### src/core/prio_bank_pkg.sv
// Constants for the five-register interrupt priority bank
package prio_bank_pkg;
	localparam int REG_COUNT = 5;
	localparam int FIELDS_PER_REG = 4;
	localparam int FIELD_WIDTH = 3;
	localparam int REG_WIDTH = 16;
	localparam int SOURCE_COUNT = 20;
	localparam int ADDR_WIDTH = 4;
	// Register offsets, word index on the register port
	localparam logic [3:0] OFFS_BANK_FIVE = 4'h0;
	localparam logic [3:0] OFFS_BANK_SIX = 4'h1;
	localparam logic [3:0] OFFS_BANK_SEVEN = 4'h2;
	localparam logic [3:0] OFFS_BANK_EIGHT = 4'h3;
	localparam logic [3:0] OFFS_BANK_NINE = 4'h4;
	// Field positions, low bit of each field
	localparam int FIELD_POS_3 = 12;
	localparam int FIELD_POS_2 = 8;
	localparam int FIELD_POS_1 = 4;
	localparam int FIELD_POS_0 = 0;
	// Implemented bits and reset value of each register
	localparam logic [15:0] IMPL_MASK = 16'h7777;
	localparam logic [2:0] FIELD_RESET = 3'h4;
	localparam logic [15:0] REG_RESET = 16'h4444;
	localparam logic [2:0] LEVEL_OFF = 3'h0;
	localparam logic [2:0] LEVEL_MAX = 3'h7;
	localparam logic [15:0] READ_ZERO = 16'h0000;
endpackage : prio_bank_pkg

### src/core/prio_reg_word.sv
// One 16-bit priority register holding four 3-bit fields
`timescale 1ns/1ps
module prio_reg_word
	import prio_bank_pkg::*;
(
	// Clock and reset
	input wire logic clock,
	input wire logic reset_n,
	// Write side
	input wire logic wr_en,
	input wire logic [15:0] wr_data,
	// Stored value
	output logic [15:0] value
);
	logic [15:0] word_q;
	logic [15:0] word_d;

	assign word_d = wr_en ? (wr_data & IMPL_MASK) : word_q;
	assign value = word_q;

	// reset to four, hold written value
	always_ff @(posedge clock) begin
		if (!reset_n) begin
			word_q <= REG_RESET;
		end else begin
			word_q <= word_d;
		end
	end
endmodule : prio_reg_word

### src/core/prio_field_gate.sv
// Per-source level decode and request gating
`timescale 1ns/1ps
module prio_field_gate
	import prio_bank_pkg::*;
(
	// Level and raw request
	input wire logic [2:0] level,
	input wire logic request,
	// Gated request and ranked level
	output logic forward,
	output logic [2:0] ranked
);
	assign forward = request && (level != LEVEL_OFF);
	assign ranked = forward ? level : LEVEL_OFF;
endmodule : prio_field_gate

### src/core/prio_bank.sv
// Interrupt priority register bank five to nine with request gating
`timescale 1ns/1ps
module prio_bank
	import prio_bank_pkg::*;
#(
	parameter int NUM_REGS = REG_COUNT
) (
	// Clock and reset
	input wire logic clock,
	input wire logic reset_n,
	// Register port
	input wire logic [3:0] addr,
	input wire logic [15:0] wdata,
	input wire logic wr,
	input wire logic rd,
	output logic [15:0] rdata,
	// Source requests, index = register*4 + field (field 0 = bits 2:0)
	input wire logic [19:0] src_request,
	// Gated requests and levels toward the arbiter
	output logic [19:0] src_forward,
	output logic [59:0] src_level,
	// Named levels
	output logic [2:0] capture_eight_level,
	output logic [2:0] capture_seven_level,
	output logic [2:0] second_adc_level,
	output logic [2:0] external_one_level,
	output logic [2:0] timer_four_level,
	output logic [2:0] compare_four_level,
	output logic [2:0] compare_three_level,
	output logic [2:0] dma_chan_two_level,
	output logic [2:0] uart_two_tx_level,
	output logic [2:0] uart_two_rx_level,
	output logic [2:0] external_two_level,
	output logic [2:0] timer_five_level,
	output logic [2:0] can_one_event_level,
	output logic [2:0] can_one_rx_level,
	output logic [2:0] spi_two_event_level,
	output logic [2:0] spi_two_error_level,
	output logic [2:0] capture_five_level,
	output logic [2:0] capture_four_level,
	output logic [2:0] capture_three_level,
	output logic [2:0] dma_chan_three_level
);
	logic [15:0] bank [0:REG_COUNT-1];
	logic [15:0] rdata_q;
	logic [15:0] rdata_d;
	logic [REG_COUNT-1:0] hit;
	logic mapped;
	logic [3:0] reg_off [0:REG_COUNT-1];

	assign reg_off[0] = OFFS_BANK_FIVE;
	assign reg_off[1] = OFFS_BANK_SIX;
	assign reg_off[2] = OFFS_BANK_SEVEN;
	assign reg_off[3] = OFFS_BANK_EIGHT;
	assign reg_off[4] = OFFS_BANK_NINE;

	// Register storage, field decode and gating per register
	genvar r;
	genvar f;
	generate
		for (r = 0; r < REG_COUNT; r++) begin : g_reg
			assign hit[r] = (addr == reg_off[r]);
			prio_reg_word u_word (
				.clock(clock),
				.reset_n(reset_n),
				.wr_en(wr && hit[r]),
				.wr_data(wdata),
				.value(bank[r])
			);
			for (f = 0; f < FIELDS_PER_REG; f++) begin : g_field
				// field at bits 4f+2 to 4f
				prio_field_gate u_gate (
					.level(bank[r][4*f +: FIELD_WIDTH]),
					.request(src_request[r*FIELDS_PER_REG + f]),
					.forward(src_forward[r*FIELDS_PER_REG + f]),
					.ranked(src_level[(r*FIELDS_PER_REG + f)*FIELD_WIDTH +: FIELD_WIDTH])
				);
			end
		end
	endgenerate

	// Read mux, unmapped offsets read zero
	assign mapped = |hit;
	always_comb begin
		rdata_d = READ_ZERO;
		for (int i = 0; i < REG_COUNT; i++) begin
			if (hit[i]) begin
				rdata_d = bank[i];
			end
		end
	end

	// read data one cycle after strobe
	always_ff @(posedge clock) begin
		if (!reset_n) begin
			rdata_q <= READ_ZERO;
		end else if (rd) begin
			rdata_q <= mapped ? (rdata_d & IMPL_MASK) : READ_ZERO;
		end else begin
			rdata_q <= READ_ZERO;
		end
	end
	assign rdata = rdata_q;

	assign capture_eight_level = bank[0][FIELD_POS_3 +: FIELD_WIDTH];
	assign capture_seven_level = bank[0][FIELD_POS_2 +: FIELD_WIDTH];
	assign second_adc_level = bank[0][FIELD_POS_1 +: FIELD_WIDTH];
	assign external_one_level = bank[0][FIELD_POS_0 +: FIELD_WIDTH];
	assign timer_four_level = bank[1][FIELD_POS_3 +: FIELD_WIDTH];
	assign compare_four_level = bank[1][FIELD_POS_2 +: FIELD_WIDTH];
	assign compare_three_level = bank[1][FIELD_POS_1 +: FIELD_WIDTH];
	assign dma_chan_two_level = bank[1][FIELD_POS_0 +: FIELD_WIDTH];
	assign uart_two_tx_level = bank[2][FIELD_POS_3 +: FIELD_WIDTH];
	assign uart_two_rx_level = bank[2][FIELD_POS_2 +: FIELD_WIDTH];
	assign external_two_level = bank[2][FIELD_POS_1 +: FIELD_WIDTH];
	assign timer_five_level = bank[2][FIELD_POS_0 +: FIELD_WIDTH];
	assign can_one_event_level = bank[3][FIELD_POS_3 +: FIELD_WIDTH];
	assign can_one_rx_level = bank[3][FIELD_POS_2 +: FIELD_WIDTH];
	assign spi_two_event_level = bank[3][FIELD_POS_1 +: FIELD_WIDTH];
	assign spi_two_error_level = bank[3][FIELD_POS_0 +: FIELD_WIDTH];
	assign capture_five_level = bank[4][FIELD_POS_3 +: FIELD_WIDTH];
	assign capture_four_level = bank[4][FIELD_POS_2 +: FIELD_WIDTH];
	assign capture_three_level = bank[4][FIELD_POS_1 +: FIELD_WIDTH];
	assign dma_chan_three_level = bank[4][FIELD_POS_0 +: FIELD_WIDTH];
endmodule : prio_bank

### config.mk
export PLATFORM = sky130hd
export DESIGN_NAME = prio_bank
export DESIGN_NICKNAME = d
export VERILOG_FILES = /design/src/core/prio_bank_pkg.sv /design/src/core/prio_reg_word.sv /design/src/core/prio_field_gate.sv /design/src/core/prio_bank.sv
export SDC_FILE = /design/constraint.sdc
export NUM_CORES = 1
export LEC_CHECK = 0
export ABC_AREA = 1
export BUFFER_PORTS_ARGS = -buffer_cell sky130_fd_sc_hd__buf_4
export CAP_MARGIN = 30
export CORE_MARGIN = 5
export CORE_UTILIZATION = 23
export DETAILED_ROUTE_END_ITERATION = 16
export GPL_ROUTABILITY_DRIVEN = 1
export PLACE_DENSITY = 0.49
export SLEW_MARGIN = 20
export SYNTH_ARGS = -nofsm -noshare
export SYNTH_HDL_FRONTEND = slang
export SYNTH_SLANG_ARGS = --single-unit
export TNS_END_PERCENT = 30
### constraint.sdc
create_clock -name clock -period 1.3 [get_ports clock]
set_input_delay 0.13 -clock clock [delete_from_list [all_inputs] [get_ports clock]]
set_output_delay 0.13 -clock clock [all_outputs]
set_load 0.005 [all_outputs]
==> results of run 1 <==
[repair_timing]
item	in CTS	in global routing
setup buffers	0	14
setup endpoints to repair	10	29
pin swaps	0	3
gates resized for setup	11	60
cloned	0	0
[worst paths after layout]
kind | from | to | slack [ps] | depth (start not counted)
worst max register to register | g_reg[3].u_word.value[1] | rdata[1] | 290 | 5
worst max-delay path | g_reg[2].u_word.value[4] | src_level[28] | 50 | 5
worst min-delay path | wdata[14] | g_reg[1].u_word.value[14] | 80 | 3
worst min register to register | g_reg[4].u_word.value[1] | g_reg[4].u_word.value[1] | 490 | 2
[per-stage QoR]
| step | TNS (ps) | utilization [%] |
|---|---|---|
| CTS | 0 | 34.9 |
| finish | 0 | 36.1 |
| global placement | 0 | 32.8 |
| global route | -41.5 | 36.1 |
| floorplan | 0 | - |
| detailed placement | -35.4 | 32.8 |
[sequential cells by signal (all words and copies together), names as in the netlist]
| register | cells |
|---|---|
| g.u_word.value | 60 |
| rdata | 12 |
[cells in the mapped netlist]
cell	instances	area, sq um
nand2_4	1	11.3
conb_1	1	3.75
nor2_2	2	12.5
nand3_1	56	280
o211ai_1	3	22.5
a21oi_1	43	215
inv_2	3	11.3
o21ai_0	44	220
a21oi_4	1	16.3
inv_1	115	432
nand3_4	1	17.5
nand3_2	2	20.0
dfxtp_1	72	1440
buf_2	8	40.0
nand2_2	2	12.5
buf_6	6	67.6
nor2_4	4	45.0
nand2_1	132	495
o21ai_1	19	95.1
buf_4	26	195
clkbuf_1	7	26.3
nor2_1	62	233
[critical path, delay by kind of cell (launching register included)]
kind | cells | cell delay (ps)
AND/OR/NAND/NOR | 3 | 250
buffers and inverters | 2 | 170
flip-flops | 1 | 370
[cells by family after synthesis]
kind of cell | count (synthesis) | synth area share [%]
AOI/OAI and AO/OA | 110 | 14.5
DFF | 72 | 36.8
and+or+nand+nor | 262 | 28.8
other | 1 | 0.0958
buffers and inverters | 165 | 19.7
[routing by layer]
metal | routed length, um | GRT usage [%] | up-vias
met5 | 0 | 0 | -
met4 | 288 | 5.46 | 0
met3 | 1040 | 2.39 | 15
met2 | 6680 | 22.2 | 142
met1 | 7330 | 21.6 | 1813
li1 | - | - | 2226
[area by class of cell]
cell class / count / area [sq um]
fillers: 1810 / 10600
clock buffers: 10 / 229
flip-flops and latches: 72 / 1540
clock inverters: 6 / 108
well taps: 220 / 275
repair buffers: 219 / 1690
inverters: 118 / 443
multi-input cells: 376 / 1720
[power by group]
part	internal (W)	switching, W
Combinational	0.000373	0.000421
Clock	0.00187	0.000932
Sequential	0.00223	0.0000510
Total	0.00447	0.00140
==> results.sh, run 1 <==
export IMPL_setup_slack_ps=52.5
export IMPL_critPathCaptureType="primary output"
export IMPL_crit_fanout=4
export IMPL_synth_seq_area_share_pct=36.8
export IMPL_setup_viol=0
export IMPL_route_detailed_drc=0
export IMPL_wl_per_cell_um=15.0
export IMPL_peakVddDrop_mv=0.649
export IMPL_hold_viol=0
export IMPL_crit_slowest_cell="dfxtp_2"
export IMPL_cts_buffer_depth=2
export IMPL_first_pass_iters=5
export IMPL_holdWs_ps=78.8
export IMPL_stdcell_count=1021
export IMPL_dieArea_sq_um=19700
export IMPL_core_area_sq_um=16600
export IMPL_post_route_min_period_ps=1250
export IMPL_hold_path_class="in2reg"
export IMPL_place_ws_ps=-6.45
export IMPL_route_antenna_remaining_nets=0
export IMPL_netlist_area_sq_um=3910
export IMPL_slowest_delay_ps=370
export IMPL_ios=200
export IMPL_yosys_cell_types_count=22
export IMPL_worst_ep_arrival_time_ps=1120
export IMPL_crit_type="reg2out"
export IMPL_grt_pass1_vias=3914
export IMPL_initial_core_util_pct=23.5
export IMPL_cts_root_buf="clkbuf_16"
export IMPL_gp_congestion=0.856
export IMPL_die_h_um=140
export IMPL_path_clk_slew_ps=50
export IMPL_worstSetupStartpointType="flop"
export IMPL_overflow=0
export IMPL_syn_mean_instance_area_sq_um=6.42
export IMPL_powerDensity_nw_per_um2=977
export IMPL_cap_viol_max_count=0
export IMPL_htree_levels=3
export IMPL_numClockSinks=72
export IMPL_crit_top_cell="nand2_1"
export IMPL_areaGrowthSynthToFinish_pct=53.6
export IMPL_numCtsBuffers=9
export IMPL_finalClockSkew_ps=5.62
export IMPL_post_route_period_util_pct=96.0
export IMPL_antenna_found_initial=0
export IMPL_numPortBuffers=191
export IMPL_status="complete, no violations"
export IMPL_power_leakage_nw=3.18
export IMPL_drive_gt1_share_pct=38.2
export IMPL_hold_buffers=0
export IMPL_synth_seq_cells=72
export IMPL_viasPerCell=4.11
export IMPL_required_ps=1170
export IMPL_final_nets=840
export IMPL_postPlaceCellArea_sq_um=5460
export IMPL_num_rows=47
export IMPL_crit_chain="inv_1, nand2_1, nand2_1, nor2_1, buf_4"
export IMPL_drtIter0Drc=255
export IMPL_synthCells=610
export IMPL_yosysWarningCount=0
export IMPL_layout_common_cells="buf_4 (215), nand2_1 (131), inv_1 (114)"
export IMPL_total_power_w=0.00588
export IMPL_grt_pass1_wl_um=22800
export IMPL_cts_tree="done"
export IMPL_diodes=0
export IMPL_drv_slew=0
export IMPL_max_freq_ghz=0.802
export IMPL_hpwlAfterDp_um=11900
export IMPL_vias=4196
export IMPL_clock_latency_ps=330
export IMPL_design_area_sq_um=6010
export IMPL_routed_wl_um=15300
export IMPL_final_common_cell="buf_4"
export IMPL_grt_setup_unrepaired="true"
export IMPL_grt_start_max_net_pins=60
export IMPL_dp_cells=991
export IMPL_grt_usage_pct=14.9
export IMPL_die_w_um=140
No activity file was read; power rests on OpenSTA's default activity.
==> run 2: changes to the inputs <==
==> constraint.sdc (replaced) <==
create_clock -name clock -period 1.5 [get_ports clock]
set_input_delay 0.15 -clock clock [delete_from_list [all_inputs] [get_ports clock]]
set_output_delay 0.15 -clock clock [all_outputs]
set_load 0.005 [all_outputs]
==> results.sh, run 2 (synthesis results as in run 1) <==
export IMPL_wl_per_cell_um=15.0
export IMPL_areaGrowthSynthToFinish_pct=45.5
export IMPL_worst_ep_arrival_time_ps=1180
export IMPL_grt_usage_pct=14.7
export IMPL_required_ps=1350
export IMPL_post_cts_buffers=0
export IMPL_grt_pass1_vias=3769
export IMPL_hold_viol=0
export IMPL_ios=200
export IMPL_dieArea_sq_um=19700
export IMPL_grt_pass1_wl_um=22400
export IMPL_route_antenna_remaining_nets=0
export IMPL_status="complete, no violations"
export IMPL_viasPerCell=4.06
export IMPL_design_area_sq_um=5690
export IMPL_drive_gt1_share_pct=29.5
export IMPL_crit_type="reg2out"
export IMPL_critPathCaptureType="primary output"
export IMPL_routed_wl_um=15100
export IMPL_die_w_um=140
export IMPL_setup_tns_ps=0
export IMPL_vias=4069
export IMPL_num_rows=47
export IMPL_core_area_sq_um=16600
export IMPL_first_pass_iters=4
export IMPL_numClockSinks=72
export IMPL_cts_root_buf="clkbuf_16"
export IMPL_post_route_min_period_ps=1330
export IMPL_cts_resized=0
export IMPL_hpwlAfterDp_um=11800
export IMPL_setup_slack_ps=167
export IMPL_crit_fanout=4
export IMPL_hold_path_class="in2reg"
export IMPL_path_clk_slew_ps=60
export IMPL_worstSetupStartpointType="flop"
export IMPL_largest_reg_flops=60
export IMPL_numPortBuffers=191
export IMPL_cts_buffer_depth=2
export IMPL_clock_latency_ps=330
export IMPL_drtIter0Drc=274
export IMPL_max_freq_ghz=0.750
export IMPL_gp_congestion=0.852
export IMPL_drv_slew=0
export IMPL_route_detailed_drc=0
export IMPL_final_common_cell="buf_4"
export IMPL_overflow=0
export IMPL_layout_common_cells="buf_4 (199), nand2_1 (132), inv_1 (115)"
export IMPL_htree_levels=3
export IMPL_post_route_period_util_pct=88.9
export IMPL_initial_core_util_pct=23.5
export IMPL_diodes=0
export IMPL_grt_setup_unrepaired="false"
export IMPL_place_ws_ps=115
export IMPL_hold_buffers=0
export IMPL_peakVddDrop_mv=0.526
export IMPL_power_leakage_nw=3.04
export IMPL_postPlaceCellArea_sq_um=5410
export IMPL_powerDensity_nw_per_um2=834
export IMPL_setup_viol=0
export IMPL_finalClockSkew_ps=8.57
export IMPL_cts_tree="done"
export IMPL_numCtsBuffers=9
export IMPL_final_nets=822
export IMPL_cap_viol_max_count=0
export IMPL_antenna_found_initial=0
export IMPL_grt_start_max_net_pins=60
export IMPL_die_h_um=140
[run 2: area by class of cell]
cell class / instances / area, sq um
Clock buffer: 11 / 243
Fill cell: 1863 / 10900
Timing Repair Buffer: 201 / 1530
Tap cell: 220 / 275
Clock inverter: 4 / 45.0
Multi-Input combinational cell: 376 / 1710
Inverter: 118 / 443
Sequential cell: 72 / 1440
[run 2: path summary, 6_finish.rpt]
| check | startpoint | endpoint | slack [ps] | cells after the start |
|---|---|---|---|---|
| worst min-delay path | wdata[6] | g_reg[3].u_word.value[6] | 90 | 3 |
| worst min register to register | g_reg[1].u_word.value[4] | g_reg[1].u_word.value[4] | 510 | 2 |
| worst max-delay path | g_reg[2].u_word.value[0] | src_level[25] | 170 | 5 |
| worst max register to register | g_reg[2].u_word.value[4] | rdata[4] | 480 | 4 |
[run 2: power by group]
group          switching [W]  leakage, nW  total, W  internal, W
combinational       0.000354         2.31  0.000662     0.000308
clock               0.000772        0.145   0.00209      0.00131
sequential         0.0000467        0.583   0.00200      0.00195
[run 2: worst max-delay path: stages, from the launching register on]
cell	delay, ps
dfxtp_1	420
inv_1	90
nand2_1	80
nand2_1	60
nor2_1	90
buf_4	120
[run 2: per-stage QoR]
step,utilization [%],power [W],hold WS (ps),std cells
after floorplan,-,0.00235,263,613
after global placement,32.5,0.00271,430,987
after detailed placement,32.5,0.00271,428,987
after CTS,34.2,0.00480,83.6,1002
after global routing,34.2,0.00496,95.3,1002
final,34.2,0.00475,92.0,1002
[run 2: per-layer routing]
layer / vias to the layer above / global-route usage, % / routed length, um
met5: - / 0 / 0
met4: 0 / 4.13 / 199
met3: 6 / 3.20 / 1060
met2: 134 / 21.9 / 6660
met1: 1740 / 21.3 / 7150
li1: 2189 / - / -
==> run 3: changes to the inputs <==
--- a/config.mk
+++ b/config.mk
@@ -9,10 +9,10 @@
 export BUFFER_PORTS_ARGS = -buffer_cell sky130_fd_sc_hd__buf_4
 export CAP_MARGIN = 30
 export CORE_MARGIN = 5
-export CORE_UTILIZATION = 23
+export CORE_UTILIZATION = 50
 export DETAILED_ROUTE_END_ITERATION = 16
 export GPL_ROUTABILITY_DRIVEN = 1
-export PLACE_DENSITY = 0.49
+export PLACE_DENSITY = 0.9
 export SLEW_MARGIN = 20
 export SYNTH_ARGS = -nofsm -noshare
 export SYNTH_HDL_FRONTEND = slang
==> results.sh, run 3 (synthesis results as in run 1) <==
export IMPL_post_route_period_util_pct=91.0
export IMPL_hold_buffers=0
export IMPL_drv_slew=0
export IMPL_post_cts_buffers=0
export IMPL_powerDensity_nw_per_um2=819
export IMPL_cts_root_buf="clkbuf_8"
export IMPL_hpwlAfterDp_um=10500
export IMPL_worstSetupStartpointType="flop"
export IMPL_first_pass_iters=5
export IMPL_cts_resized=0
export IMPL_drtIter0Drc=274
export IMPL_overflow=0
export IMPL_final_common_cell="buf_4"
export IMPL_required_ps=1350
export IMPL_max_freq_ghz=0.733
export IMPL_numCtsBuffers=9
export IMPL_numPortBuffers=191
export IMPL_finalClockSkew_ps=7.72
export IMPL_clock_latency_ps=340
export IMPL_hold_viol=0
export IMPL_ios=200
export IMPL_hold_path_class="in2reg"
export IMPL_power_leakage_nw=3.00
export IMPL_crit_fanout=5
export IMPL_wl_per_cell_um=15.4
export IMPL_gp_congestion=0.897
export IMPL_layout_common_cells="buf_4 (199), nand2_1 (132), inv_1 (115)"
export IMPL_final_nets=820
export IMPL_num_rows=32
export IMPL_setup_tns_ps=0
export IMPL_grt_usage_pct=27.4
export IMPL_cts_tree="done"
export IMPL_cts_buffer_depth=2
export IMPL_die_h_um=98.5
export IMPL_htree_levels=3
export IMPL_setup_viol=0
export IMPL_post_route_min_period_ps=1360
export IMPL_grt_pass1_wl_um=21300
export IMPL_status="complete, no violations"
export IMPL_fill_cells=638
export IMPL_largest_reg_flops=60
export IMPL_crit_type="reg2out"
export IMPL_routed_wl_um=13600
export IMPL_route_detailed_drc=0
export IMPL_worst_ep_arrival_time_ps=1210
export IMPL_grt_setup_unrepaired="false"
export IMPL_peakVddDrop_mv=0.541
export IMPL_design_area_sq_um=5450
export IMPL_drive_gt1_share_pct=29.4
export IMPL_viasPerCell=5.01
export IMPL_grt_pass1_vias=4157
export IMPL_path_clk_slew_ps=80
export IMPL_diodes=0
export IMPL_dieArea_sq_um=9700
export IMPL_vias=4425
export IMPL_critPathCaptureType="primary output"
export IMPL_die_w_um=98.5
export IMPL_route_antenna_remaining_nets=0
export IMPL_cap_viol_max_count=0
export IMPL_grt_start_max_net_pins=36
export IMPL_numClockSinks=72
export IMPL_core_area_sq_um=7690
export IMPL_postPlaceCellArea_sq_um=5220
export IMPL_initial_core_util_pct=50.9
export IMPL_antenna_found_initial=0
export IMPL_areaGrowthSynthToFinish_pct=39.3
==> run 3: final timing paths <==
| path | depth (start not counted) | to | slack (ps) | from |
|---|---|---|---|---|
| hold / removal | 3 | g_reg[4].u_word.value[10] | 110 | wdata[10] |
| setup reg to reg | 6 | rdata[14] | 510 | g_reg[2].u_word.value[14] |
| setup / recovery | 5 | src_level[22] | 140 | g_reg[1].u_word.value[14] |
| hold reg to reg | 2 | g_reg[4].u_word.value[9] | 510 | g_reg[4].u_word.value[9] |
==> run 3: stage by stage <==
stage	hold WS (ps)	std cells	total power, W	setup WS [ps]	util (%)
2_1_floorplan	263	613	0.00235	497	-
3_3_place_gp	442	867	0.00267	76.2	67.9
3_5_place_dp	446	867	0.00269	43.1	67.9
4_1_cts	97.1	883	0.00448	132	70.9
5_1_grt	115	883	0.00462	29.7	70.9
6_report	109	883	0.00447	135	70.9
==> run 3: per-layer routing <==
metal / part of all wire, % / up-vias / GRT usage [%]
met1: 41 / 1991 / 35.4
met4: 2.3 / 0 / 9.56
met3: 8.1 / 21 / 3.96
met2: 48 / 229 / 46.9
li1: - / 2184 / -
met5: 0 / - / 0
==> run 3: cell type report <==
class                   instances  area (sq um)  area share, %
flip-flops and latches         72          1440           26.4
multi-input cells             376          1710           31.4
inverters                     118           443           8.12
repair buffers                199          1490           27.4
clock buffers                  10           128           2.34
clock inverters                 6           108           1.97
well taps                     102           128           2.34
==> run 3: worst max-delay path: stages (launching register included) <==
cell	delay (ps)
dfxtp_1	440
nor2_1	80
nand2_1	80
nand2_1	70
nor2_1	90
buf_4	110
==> run 3: power breakdown <==
| part | total (W) | internal [W] | switching [W] |
|---|---|---|---|
| Clock | 0.00182 | 0.00110 | 0.000717 |
| Sequential | 0.00199 | 0.00195 | 0.0000444 |
| Combinational | 0.000655 | 0.000300 | 0.000355 |
| Total | 0.00447 | 0.00335 | 0.00112 |
